[src/rtl/pwl_params.svh]
`ifndef PWL_PARAMS_SVH
`define PWL_PARAMS_SVH
`define PWL_CLK_HZ 40'd250000000
`define PWL_LONG_PRESS_S 4
`define PWL_LONG_CYC (`PWL_LONG_PRESS_S * `PWL_CLK_HZ)
`define PWL_WAKE_S 120
`define PWL_WAKE_CYC (`PWL_WAKE_S * `PWL_CLK_HZ)
`define PWL_MEAS_S 900
`define PWL_MEAS_CYC (`PWL_MEAS_S * `PWL_CLK_HZ)
`define PWL_SEL_DEFAULT 3'h0
`define PWL_SEL_LAST 3'h7
`define PWL_LOOP_LAST 3'h4
`endif

[src/rtl/pwl_pkg.sv]
package pwl_pkg;
  typedef enum logic [2:0] {
    PWL_W1, PWL_W2P5, PWL_W10, PWL_W25,
    PWL_W100, PWL_W250, PWL_W1000, PWL_W2500
  } pwl_weight_t;
  typedef struct packed {
    logic [1:0] decimals;
    logic kwh_allowed;
    logic tx_banner;
    logic sensor_missing;
    logic outlet_point;
    logic energy_unit;
    logic [2:0] loop_idx;
    logic [2:0] item_idx;
  } pwl_disp_t;
  typedef struct packed {
    logic short_press;
    logic long_press;
  } pwl_btn_ev_t;
endpackage : pwl_pkg

[src/rtl/pwl_ctrl.sv]
// Overview of operation
// show tx banner at every wake while the pulse weight is unset
// first flow pulse fixes the weight for good; nothing alters it later
// pulse before confirmation keeps the default weight of one liter
// brief press while unset advances the candidate weight
// press over four seconds while unset confirms the candidate
// readout decimals follow the weight; kwh allowed only at one liter
// sensor-missing code shown until sensors present and first measure
// with no flow, measure temperature every fifteen minutes
// display off normally; button press wakes it for two minutes
// energy unit and install point writable once before operation
// glycol settings writable any time from the configuration tool
// every loop shows the install point indicator
// long press in normal use steps loop; short press steps item
// candidate wraps at the top; brief means released before threshold
`timescale 1ns/100ps
`default_nettype none
`include "pwl_params.svh"
module pwl_ctrl #(
  parameter logic [39:0] LONG_CYC = 40'(`PWL_LONG_CYC),
  parameter logic [39:0] WAKE_CYC = 40'(`PWL_WAKE_CYC),
  parameter logic [39:0] MEAS_CYC = 40'(`PWL_MEAS_CYC)
) (
  input wire logic clk,
  input wire logic nrst,
  input wire logic button,
  input wire logic flow_pulse,
  input wire logic sensors_present,
  input wire logic meas_done,
  input wire logic cfg_write,
  input wire logic cfg_energy_unit,
  input wire logic cfg_outlet_point,
  input wire logic cfg_glycol_write,
  input wire logic [3:0] cfg_glycol_type,
  input wire logic [7:0] cfg_glycol_conc,
  output logic weight_locked,
  output var pwl_pkg::pwl_weight_t weight,
  output logic display_on,
  output var pwl_pkg::pwl_disp_t disp,
  output logic meas_req,
  output logic [3:0] glycol_type,
  output logic [7:0] glycol_conc
);
  pwl_pkg::pwl_btn_ev_t ev;
  logic long_seen;

  pwl_button #(.LONG_CYC(LONG_CYC)) u_btn (
    .clk(clk),
    .nrst(nrst),
    .button(button),
    .ev(ev),
    .long_seen(long_seen)
  );

  logic press_edge;
  logic btn_d;
  logic flow_seen;
  logic setup_locked;
  logic first_meas;
  logic [39:0] wake_cnt;
  logic [39:0] meas_cnt;
  logic next_locked;
  pwl_pkg::pwl_weight_t next_weight;
  logic next_display_on;
  logic [39:0] next_wake_cnt;
  logic [39:0] next_meas_cnt;
  logic next_meas_req;
  logic next_flow_seen;
  logic next_setup_locked;
  logic next_first_meas;
  logic next_btn_d;
  pwl_pkg::pwl_disp_t next_disp;
  logic [3:0] next_glycol_type;
  logic [7:0] next_glycol_conc;

  assign press_edge = button && !btn_d;

  always_comb begin
    next_btn_d = button;
    next_locked = weight_locked;
    next_weight = weight;
    next_flow_seen = flow_seen | flow_pulse;
    next_setup_locked = setup_locked;
    next_first_meas = first_meas;
    next_display_on = display_on;
    next_wake_cnt = wake_cnt;
    next_meas_cnt = meas_cnt;
    next_meas_req = 1'b0;
    next_disp = disp;
    next_glycol_type = glycol_type;
    next_glycol_conc = glycol_conc;
    // flow before confirm drops the candidate: meter fixed at one liter
    if (!weight_locked) begin
      if (flow_pulse) begin
        next_locked = 1'b1;
        next_weight = pwl_pkg::pwl_weight_t'(`PWL_SEL_DEFAULT);
      end else if (ev.long_press) begin
        next_locked = 1'b1;
      end else if (ev.short_press && display_on) begin
        next_weight = (weight == pwl_pkg::pwl_weight_t'(`PWL_SEL_LAST)) ?
          pwl_pkg::pwl_weight_t'(`PWL_SEL_DEFAULT) :
          pwl_pkg::pwl_weight_t'(weight + 3'h1);
      end
    end else if (display_on) begin
      if (ev.long_press) begin
        next_disp.loop_idx = (disp.loop_idx == `PWL_LOOP_LAST) ?
          3'h0 : disp.loop_idx + 3'h1;
        next_disp.item_idx = 3'h0;
      end else if (ev.short_press) begin
        next_disp.item_idx = disp.item_idx + 3'h1;
      end
    end
    // one-shot setup: first flow pulse counts as start of operation
    if (flow_pulse) begin
      next_setup_locked = 1'b1;
    end
    if (cfg_write && !setup_locked && !flow_pulse) begin
      next_disp.energy_unit = cfg_energy_unit;
      next_disp.outlet_point = cfg_outlet_point;
      next_setup_locked = 1'b1;
    end
    if (cfg_glycol_write) begin
      next_glycol_type = cfg_glycol_type;
      next_glycol_conc = cfg_glycol_conc;
    end
    if (press_edge) begin
      next_display_on = 1'b1;
      next_wake_cnt = WAKE_CYC;
    end else if (display_on) begin
      if (wake_cnt <= 40'h1) begin
        next_display_on = 1'b0;
        next_wake_cnt = '0;
      end else begin
        next_wake_cnt = wake_cnt - 40'h1;
      end
    end
    // long hold keeps display awake through loop stepping
    if (long_seen && button) begin
      next_wake_cnt = WAKE_CYC;
    end
    if (flow_pulse) begin
      next_meas_cnt = '0;
    end else if (meas_cnt >= MEAS_CYC - 40'h1) begin
      next_meas_cnt = '0;
      next_meas_req = 1'b1;
    end else begin
      next_meas_cnt = meas_cnt + 40'h1;
    end
    if (meas_done && sensors_present) begin
      next_first_meas = 1'b1;
    end
    next_disp.sensor_missing = !(sensors_present && next_first_meas);
    next_disp.tx_banner = next_display_on && !next_locked;
    case (next_weight)
      pwl_pkg::PWL_W1, pwl_pkg::PWL_W2P5: next_disp.decimals = 2'h3;
      pwl_pkg::PWL_W10, pwl_pkg::PWL_W25: next_disp.decimals = 2'h2;
      pwl_pkg::PWL_W100, pwl_pkg::PWL_W250: next_disp.decimals = 2'h1;
      default: next_disp.decimals = 2'h0;
    endcase
    next_disp.kwh_allowed = (next_weight == pwl_pkg::PWL_W1);
  end

  // install point bit always travels with disp to every loop, see
  always_ff @(posedge clk or negedge nrst) begin
    if (!nrst) begin
      btn_d <= 1'b0;
      weight_locked <= 1'b0;
      weight <= pwl_pkg::pwl_weight_t'(`PWL_SEL_DEFAULT);
      flow_seen <= 1'b0;
      setup_locked <= 1'b0;
      first_meas <= 1'b0;
      display_on <= 1'b0;
      wake_cnt <= '0;
      meas_cnt <= '0;
      meas_req <= 1'b0;
      disp <= '{decimals: 2'h3, kwh_allowed: 1'b1, sensor_missing: 1'b1,
                default: '0};
      glycol_type <= 4'h0;
      glycol_conc <= 8'h00;
    end else begin
      btn_d <= next_btn_d;
      weight_locked <= next_locked;
      weight <= next_weight;
      flow_seen <= next_flow_seen;
      setup_locked <= next_setup_locked;
      first_meas <= next_first_meas;
      display_on <= next_display_on;
      wake_cnt <= next_wake_cnt;
      meas_cnt <= next_meas_cnt;
      meas_req <= next_meas_req;
      disp <= next_disp;
      glycol_type <= next_glycol_type;
      glycol_conc <= next_glycol_conc;
    end
  end

  property p_lock_stays;
    @(posedge clk) disable iff (!nrst)
    weight_locked |=> weight_locked && $stable(weight);
  endproperty
  a_lock_stays: assert property (p_lock_stays)
    else $error("weight changed after lock");

  property p_pulse_locks;
    @(posedge clk) disable iff (!nrst)
    (flow_pulse && !weight_locked) |=> weight_locked
      && weight == pwl_pkg::pwl_weight_t'(`PWL_SEL_DEFAULT);
  endproperty
  a_pulse_locks: assert property (p_pulse_locks)
    else $error("pulse did not lock default weight");

  property p_short_adv;
    @(posedge clk) disable iff (!nrst)
    (ev.short_press && display_on && !weight_locked && !flow_pulse
     && !ev.long_press) |=> weight != $past(weight);
  endproperty
  a_short_adv: assert property (p_short_adv)
    else $error("short press did not advance weight");

  property p_long_lock;
    @(posedge clk) disable iff (!nrst)
    ev.long_press |=> weight_locked;
  endproperty
  a_long_lock: assert property (p_long_lock)
    else $error("long press did not lock");

  property p_banner;
    @(posedge clk) disable iff (!nrst)
    disp.tx_banner == (display_on && !weight_locked);
  endproperty
  a_banner: assert property (p_banner)
    else $error("banner mismatch");

  property p_dec;
    @(posedge clk) disable iff (!nrst)
    disp.decimals == 2'h3 - 2'(weight >> 1)
      && disp.kwh_allowed == (weight == pwl_pkg::PWL_W1);
  endproperty
  a_dec: assert property (p_dec)
    else $error("decimals or kwh do not follow weight");

  property p_wake;
    @(posedge clk) disable iff (!nrst)
    press_edge |=> display_on;
  endproperty
  a_wake: assert property (p_wake)
    else $error("press did not wake display");

  property p_setup_once;
    @(posedge clk) disable iff (!nrst)
    setup_locked |=> $stable(disp.outlet_point) && $stable(disp.energy_unit);
  endproperty
  a_setup_once: assert property (p_setup_once)
    else $error("setup changed after lock");

  property p_sensor;
    @(posedge clk) disable iff (!nrst)
    !first_meas |-> disp.sensor_missing;
  endproperty
  a_sensor: assert property (p_sensor)
    else $error("sensor code dropped before first measure");
endmodule : pwl_ctrl
`default_nettype wire

[src/rtl/pwl_button.sv]
`timescale 1ns/100ps
`default_nettype none
`include "pwl_params.svh"
module pwl_button #(
  parameter logic [39:0] LONG_CYC = 40'(`PWL_LONG_CYC)
) (
  input wire logic clk,
  input wire logic nrst,
  input wire logic button,
  output var pwl_pkg::pwl_btn_ev_t ev,
  output logic long_seen
);
  logic [39:0] cnt;
  logic [39:0] next_cnt;
  logic held;
  logic next_held;
  logic next_long_seen;
  pwl_pkg::pwl_btn_ev_t next_ev;

  // long fires once at threshold while still held; short only on release
  always_comb begin
    next_cnt = cnt;
    next_held = button;
    next_long_seen = long_seen;
    next_ev = '0;
    if (button) begin
      if (!long_seen) begin
        if (cnt >= LONG_CYC) begin
          next_ev.long_press = 1'b1;
          next_long_seen = 1'b1;
        end else begin
          next_cnt = cnt + 40'h1;
        end
      end
    end else begin
      if (held && !long_seen) begin
        next_ev.short_press = 1'b1;
      end
      next_cnt = '0;
      next_long_seen = 1'b0;
    end
  end

  always_ff @(posedge clk or negedge nrst) begin
    if (!nrst) begin
      cnt <= '0;
      held <= 1'b0;
      long_seen <= 1'b0;
      ev <= '0;
    end else begin
      cnt <= next_cnt;
      held <= next_held;
      long_seen <= next_long_seen;
      ev <= next_ev;
    end
  end
endmodule : pwl_button
`default_nettype wire

[config.mk]
export PLATFORM = sky130hd
export DESIGN_NAME = pwl_ctrl
export DESIGN_NICKNAME = d
export VERILOG_FILES = /design/src/rtl/pwl_pkg.sv /design/src/rtl/pwl_ctrl.sv /design/src/rtl/pwl_button.sv
export VERILOG_INCLUDE_DIRS = /design/src /design/src/rtl
export SDC_FILE = /design/constraint.sdc
export NUM_CORES = 1
export LEC_CHECK = 0
export ABC_AREA = 1
export BUFFER_PORTS_ARGS = -buffer_cell sky130_fd_sc_hd__buf_2
export CAP_MARGIN = 20
export CORE_AREA = 2 2 131 133
export CTS_CLUSTER_SIZE = 10
export DETAILED_ROUTE_END_ITERATION = 12
export DIE_AREA = 0 0 133 135
export MAX_ROUTING_LAYER = met4
export PLACE_DENSITY = 0.87
export SETUP_SLACK_MARGIN = 0.2
export SLEW_MARGIN = 30
export SYNTH_ARGS = -nofsm -noshare
export SYNTH_HDL_FRONTEND = slang
export SYNTH_SLANG_ARGS = --single-unit
[constraint.sdc]
create_clock -name clk -period 2.3 [get_ports clk]
set_clock_uncertainty 0.2 [all_clocks]
set_input_delay 0.345 -clock clk [delete_from_list [all_inputs] [get_ports clk]]
set_output_delay 0.345 -clock clk [all_outputs]
set_load 0.1 [all_outputs]
Word level (Yosys, flattened, before mapping). Cells that the tools add are included.

$add $sub $neg: 6. Magnitude comparators: 3. Equal/unequal tests: 9. Mux-type cells: 36. Reduce and logical (&&, ||, !) cells: 25.

Operators by type and width (number): 40-bit two-way mux (9); 40-bit by 1-bit adder with 40-bit output (second input constant) (2); 40-bit by 30-bit >= comparator with 1-bit output (second input constant) (1); 40-bit by 38-bit >= comparator with 1-bit output (second input constant) (1); 40-bit by 1-bit <= comparator with 1-bit output (second input constant) (1); 40-bit by 1-bit subtractor with 40-bit output (second input constant) (1); 3-bit two-way mux (8); 1-bit two-way mux (18); 3-bit == test (second input constant) (4); 3-bit by 1-bit adder with 3-bit output (second input constant) (3); 1-bit logical AND (9); 3-bit by 2-bit == test with 1-bit output (second input constant) (2); 1-bit logical NOT (6); 2-bit one-hot mux with 3 select lines (1); 3-bit AND reduction (2); 2-bit OR reduction (3); 2-bit inequality test (second input constant) (2); 2-bit nonzero test (2); 3-bit by 1-bit == test with 1-bit output (second input constant) (1); 3-bit logical NOT (1); 3-bit nonzero test (1); 2-bit AND reduction (1).

Bits in registers: 157. Input port bits: 22. Output and inout port bits: 31. Logic and storage cells: 102.

Longest topological paths before layout.
Depth in word-level cells: 9. Mapped depth: 12. Depth with buffers taken out: 11.

Modules after synthesis. Synthesis repeated with hierarchy kept, for this count alone.

Cells, all modules: 1239. Area, all modules: 9181.3 sq um.

Modules (own cells, without submodules): pwl_ctrl (instances 1, cells an instance 825, area each 6368.6 sq um, seq. area each 2857.7 sq um); pwl_button (instances 1, cells an instance 414, area each 2812.7 sq um, seq. area each 1101.1 sq um).

Least setup slack after synthesis. OpenSTA, ideal clock, no wires.

Kind: register -> register. Start point: register display_on. End point: register wake_cnt[13]. Setup time: 0.138 ns. Arrival: 2.012 ns. Data required time: 1.962 ns. Path slack: -0.051 ns. Cell stages (with the launch flop): 5. Buffers on the path: 1. Period minus slack after synthesis: 2.351 ns. Cell sequence: dfrtp_1 -> inv_1 -> nor2_1 -> clkbuf_1 -> a21boi_0.

Longest elaborated chain between the ends: 1.

Ends and longest elaborated chain: start: declaration (line pwl_ctrl.sv:38) `output logic display_on,`; start signal: assignment (line pwl_ctrl.sv:187) `display_on <= next_display_on;`; 3-bit nonzero test (no source line); end signal: assignment (line pwl_ctrl.sv:188) `wake_cnt <= next_wake_cnt;`; end: declaration (line pwl_ctrl.sv:60) `logic [39:0] wake_cnt;`.

Every way passes these cells. A chain may end at the register's enable or synchronous reset.

Final worst setup path.
Start point: register display_on. End point: register wake_cnt[30].

Same word-level chain as after synthesis.

==> impl_results.md <==
* Wire length per cell at 15.48 µm
* R2r setup slk at 240 ps
* Max cap viols at 0
* Vias per Instance at 5.482
* First-pass GRT wire length at 41250 µm
* Storage cell area at 3938 µm²
* Max clock buf depth at 2
* Via Count at 8788
* Reg2reg end: wake_cnt[30]
* Clock Sink Count at 157
* Initial DRC Count at 817
* Placed cell areas at 9915 µm²
* Ports at 53
* Int Power at 4747 µW
* Sequential share of power at 43.4%
* Antenna cells at 0
* Setup crit end kind: flop
* Register bit total from synthesis at 157
* Post-synth EDFFs at 0
* I/O Buffers at 52
* Hold Fails Final Rpt at 0
* Area grow syn2layout at 16.03%
* Clock latency on the worst-skew pair at 440 ps
* GRT overflow at 0
* Primary FF master, synth: dfrtp_1
* Final setup fails at 0
* Setup crit start kind: flop
* Pre-antenna DRT Iters at 5
* DP Worst Slack at 95.08 ps
* Root Buffer: clkbuf_16
* Sw frac at 32.31%
* Power share of the clock group at 39.1%
* Top-count cell post-synth: nand2_1
* CTS clk-pin slew, worst paths at 70 ps
* Die area at 17960 µm²
* Die height at 135 µm
* Post-synth top area share at 40.88%
* Rows at 47
* Most area-consuming cells after synthesis: dfrtp_1 (41%), nand2_1 (14%), nor2_1 (11%), nand3_1 (4.8%), inv_1 (4.6%)
* Reg2Reg Depth at 5
* GR Util All Layers at 29.63%
* Fillers at 1362
* Setup TNS at 0 ps
* Core area at 16410 µm²
* Seq/Total Area, Yosys at 42.00%
* Inserted Clock Buffers at 17
* Hold_sp: flow_pulse
* H-tree Lvls at 4
* Worst hold path cell count at 3
* Final Critical Period at 2056 ps
* Max frequency at 486.4 MHz
* Max incr delay on CP at 680 ps
* Final worst setup slack at 244.0 ps
* Vias in the first global route at 8519
* Final Instance Area at 10870 µm²
* Class of the worst hold path: input pin to flop
* Synth cell count leaders: nand2_1 (361), nor2_1 (270), dfrtp_1 (153)
* RR Startpoint: display_on
* Slew Viols, Final at 0
* Max_slew headroom at 45.48%
* Unrepaired setup endpoints after global routing: true
* Final nets at 1402
* CTS tree: yes
* Final Cycle Share at 89.39%
* VDD IR max at 0.0005806 V
* Final wirelength at 24810 µm
* Net Sw Power at 2266 µW
* Least-Margin Pin Slew at 816.9 ps
* Distinct cell type count after synthesis at 45
* Post-DP HPWL at 16870 µm
* Placer Congestion at 1.002
* Area taken by multi-input logic gates at 4971 µm²
* CP Max Fanout at 10
* Static Leak at 0.004848 µW
* Mapped Avg Cell Area at 7.340 µm²
* Pin count of the biggest net entering global routing at 55
* Fin util at 66.23%
* Residual DRC at 0
* Pwr per Cell Area at 645.3 nW/µm²
* CP max-delay cell: nor2_2
* Die width at 133 µm
* WS Path Type: flop to flop
* Gate power share at 17.5%
* Initial Util at 57.08%
* Layout cells sized above 1 at 14.82%
* Min-Delay Endpoint: weight[0]
* Worst endpoint required time at 2430 ps
* Total number of yosys warnings at 0
* Worst path cell trace: inv_1, nor2_2, inv_1, nor2_1, nor2_1
* DRT antenna net count at 0
* Cells after Synth at 1276
* Async set or reset register ratio after synthesis at 100.0%
* Synthesized area at 9365 µm²
* Critical path arrival at 2190 ps
* Outcome: finished, final reports clean
* Initial antenna violation count at 0
* Leading area contributor after synthesis: dfrtp_1
[how the worst max path moves through the flow]
| stage | cells after the start | start | end |
|---|---|---|---|
| floorplan | 4 | weight_locked | disp[5] |
| global placement | 11 | wake_cnt[0] | wake_cnt[0] |
| detailed placement | 11 | wake_cnt[0] | wake_cnt[1] |
| CTS | 6 | u_btn.long_seen | wake_cnt[30] |
| global route | 10 | wake_cnt[8] | wake_cnt[33] |
| finish | 5 | display_on | wake_cnt[30] |
[power by group through the flow]
stage / Sequential, µW / Combinational (µW) / Clock (µW)
5_1_grt: 3060 / 1320 / 2910
4_1_cts: 3030 / 1200 / 2760
6_report: 3040 / 1230 / 2740
2_1_floorplan: 3370 / 583 / 0
3_3_place_gp: 3080 / 1120 / 0
3_5_place_dp: 3080 / 1150 / 0
[metrics by stage]
| step | instances | hold WS, ps | power (µW) |
|---|---|---|---|
| finish | 1603 | 162.3 | 7013 |
| global route | 1603 | 166.5 | 7282 |
| CTS | 1597 | 153.7 | 6996 |
| detailed placement | 1544 | 114.4 | 4234 |
| floorplan | 1277 | -150.6 | 3954 |
| global placement | 1544 | 107.8 | 4200 |
[sequential cells by signal, indices dropped and copies added (netlist names), 2 cells and up]
name,count
u_btn.cnt,40
glycol_type,4
weight,3
disp,13
meas_cnt,40
u_btn.ev,2
glycol_conc,8
wake_cnt,40
[repair_timing]
| item | 4_1_cts | 5_1_grt |
|---|---|---|
| endpoints found under the setup margin | 61 | 96 |
| buffers inserted | 0 | 4 |
| cloned | 2 | 2 |
| hold endpoints to repair | 62 | 0 |
| pin swaps | 1 | 1 |
| resized for setup | 5 | 22 |
| hold buffers | 19 | 0 |
[per-layer routing]
layer | share of wire (%) | GRT usage, % | up-vias | wire, µm
met4 | 4.3 | 14.04 | 0 | 1056
li1 | - | - | 4208 | -
met5 | 0 | - | - | 0
met3 | 5.5 | 4.692 | 97 | 1357
met1 | 41 | 35.37 | 4154 | 10100
met2 | 50 | 49.51 | 329 | 12300
[layout make-up]
| cell class | count | share of cell area, % |
|---|---|---|
| Multi-Input combinational cell | 982 | 45.75 |
| Inverter | 119 | 4.134 |
| Clock inverter | 15 | 1.267 |
| Sequential cell | 157 | 36.23 |
| Timing Repair Buffer | 93 | 6.172 |
| Tap cell | 220 | 2.533 |
| Clock buffer | 17 | 3.915 |
[logic make-up (layout without fill, tap and decap cells)]
group / after synthesis / count (layout) / synth area share, %
buffers and inverters: 142 / 244 / 6.480
AO/OA/AOI/OAI: 65 / 65 / 4.836
adder cells (fa/ha/maj): 10 / 10 / 1.336
flip-flops: 157 / 157 / 42.00
AND/OR/NAND/NOR: 821 / 825 / 37.45
multiplexers: 14 / 14 / 1.683
XOR/XNOR: 66 / 66 / 6.172
other: 1 / 2 / 0.04004
[cells in the final DEF, fill, tap and decap left out, types with 4 or more instances in the layout]
cell type	synthesis	final
clkbuf_16	0	17
nand2_4	4	5
mux2_2	14	14
nor2_4	7	8
a21oi_1	12	11
nor2_2	7	15
xnor2_1	22	22
nor3_1	40	40
nand2_2	7	7
inv_6	0	4
nor2_1	270	261
dfrtp_1	153	150
clkinvlp_4	0	6
ha_1	10	7
o21bai_1	6	6
dfstp_2	4	4
o21ai_0	16	16
inv_1	116	116
dlygate4sd3_1	0	19
buf_4	3	17
nand4_1	19	19
xor2_1	44	44
buf_2	4	51
nand3_1	89	88
o21ai_2	20	20
nand2_1	361	360
nand3_2	4	5
[worst max-delay path: cells and delay by family (launching register included)]
family                 cells  cell delay (ps)
buffers and inverters      2              440
and+or+nand+nor            3              910
DFF                        1              400
(Power assumes the default switching activity.)
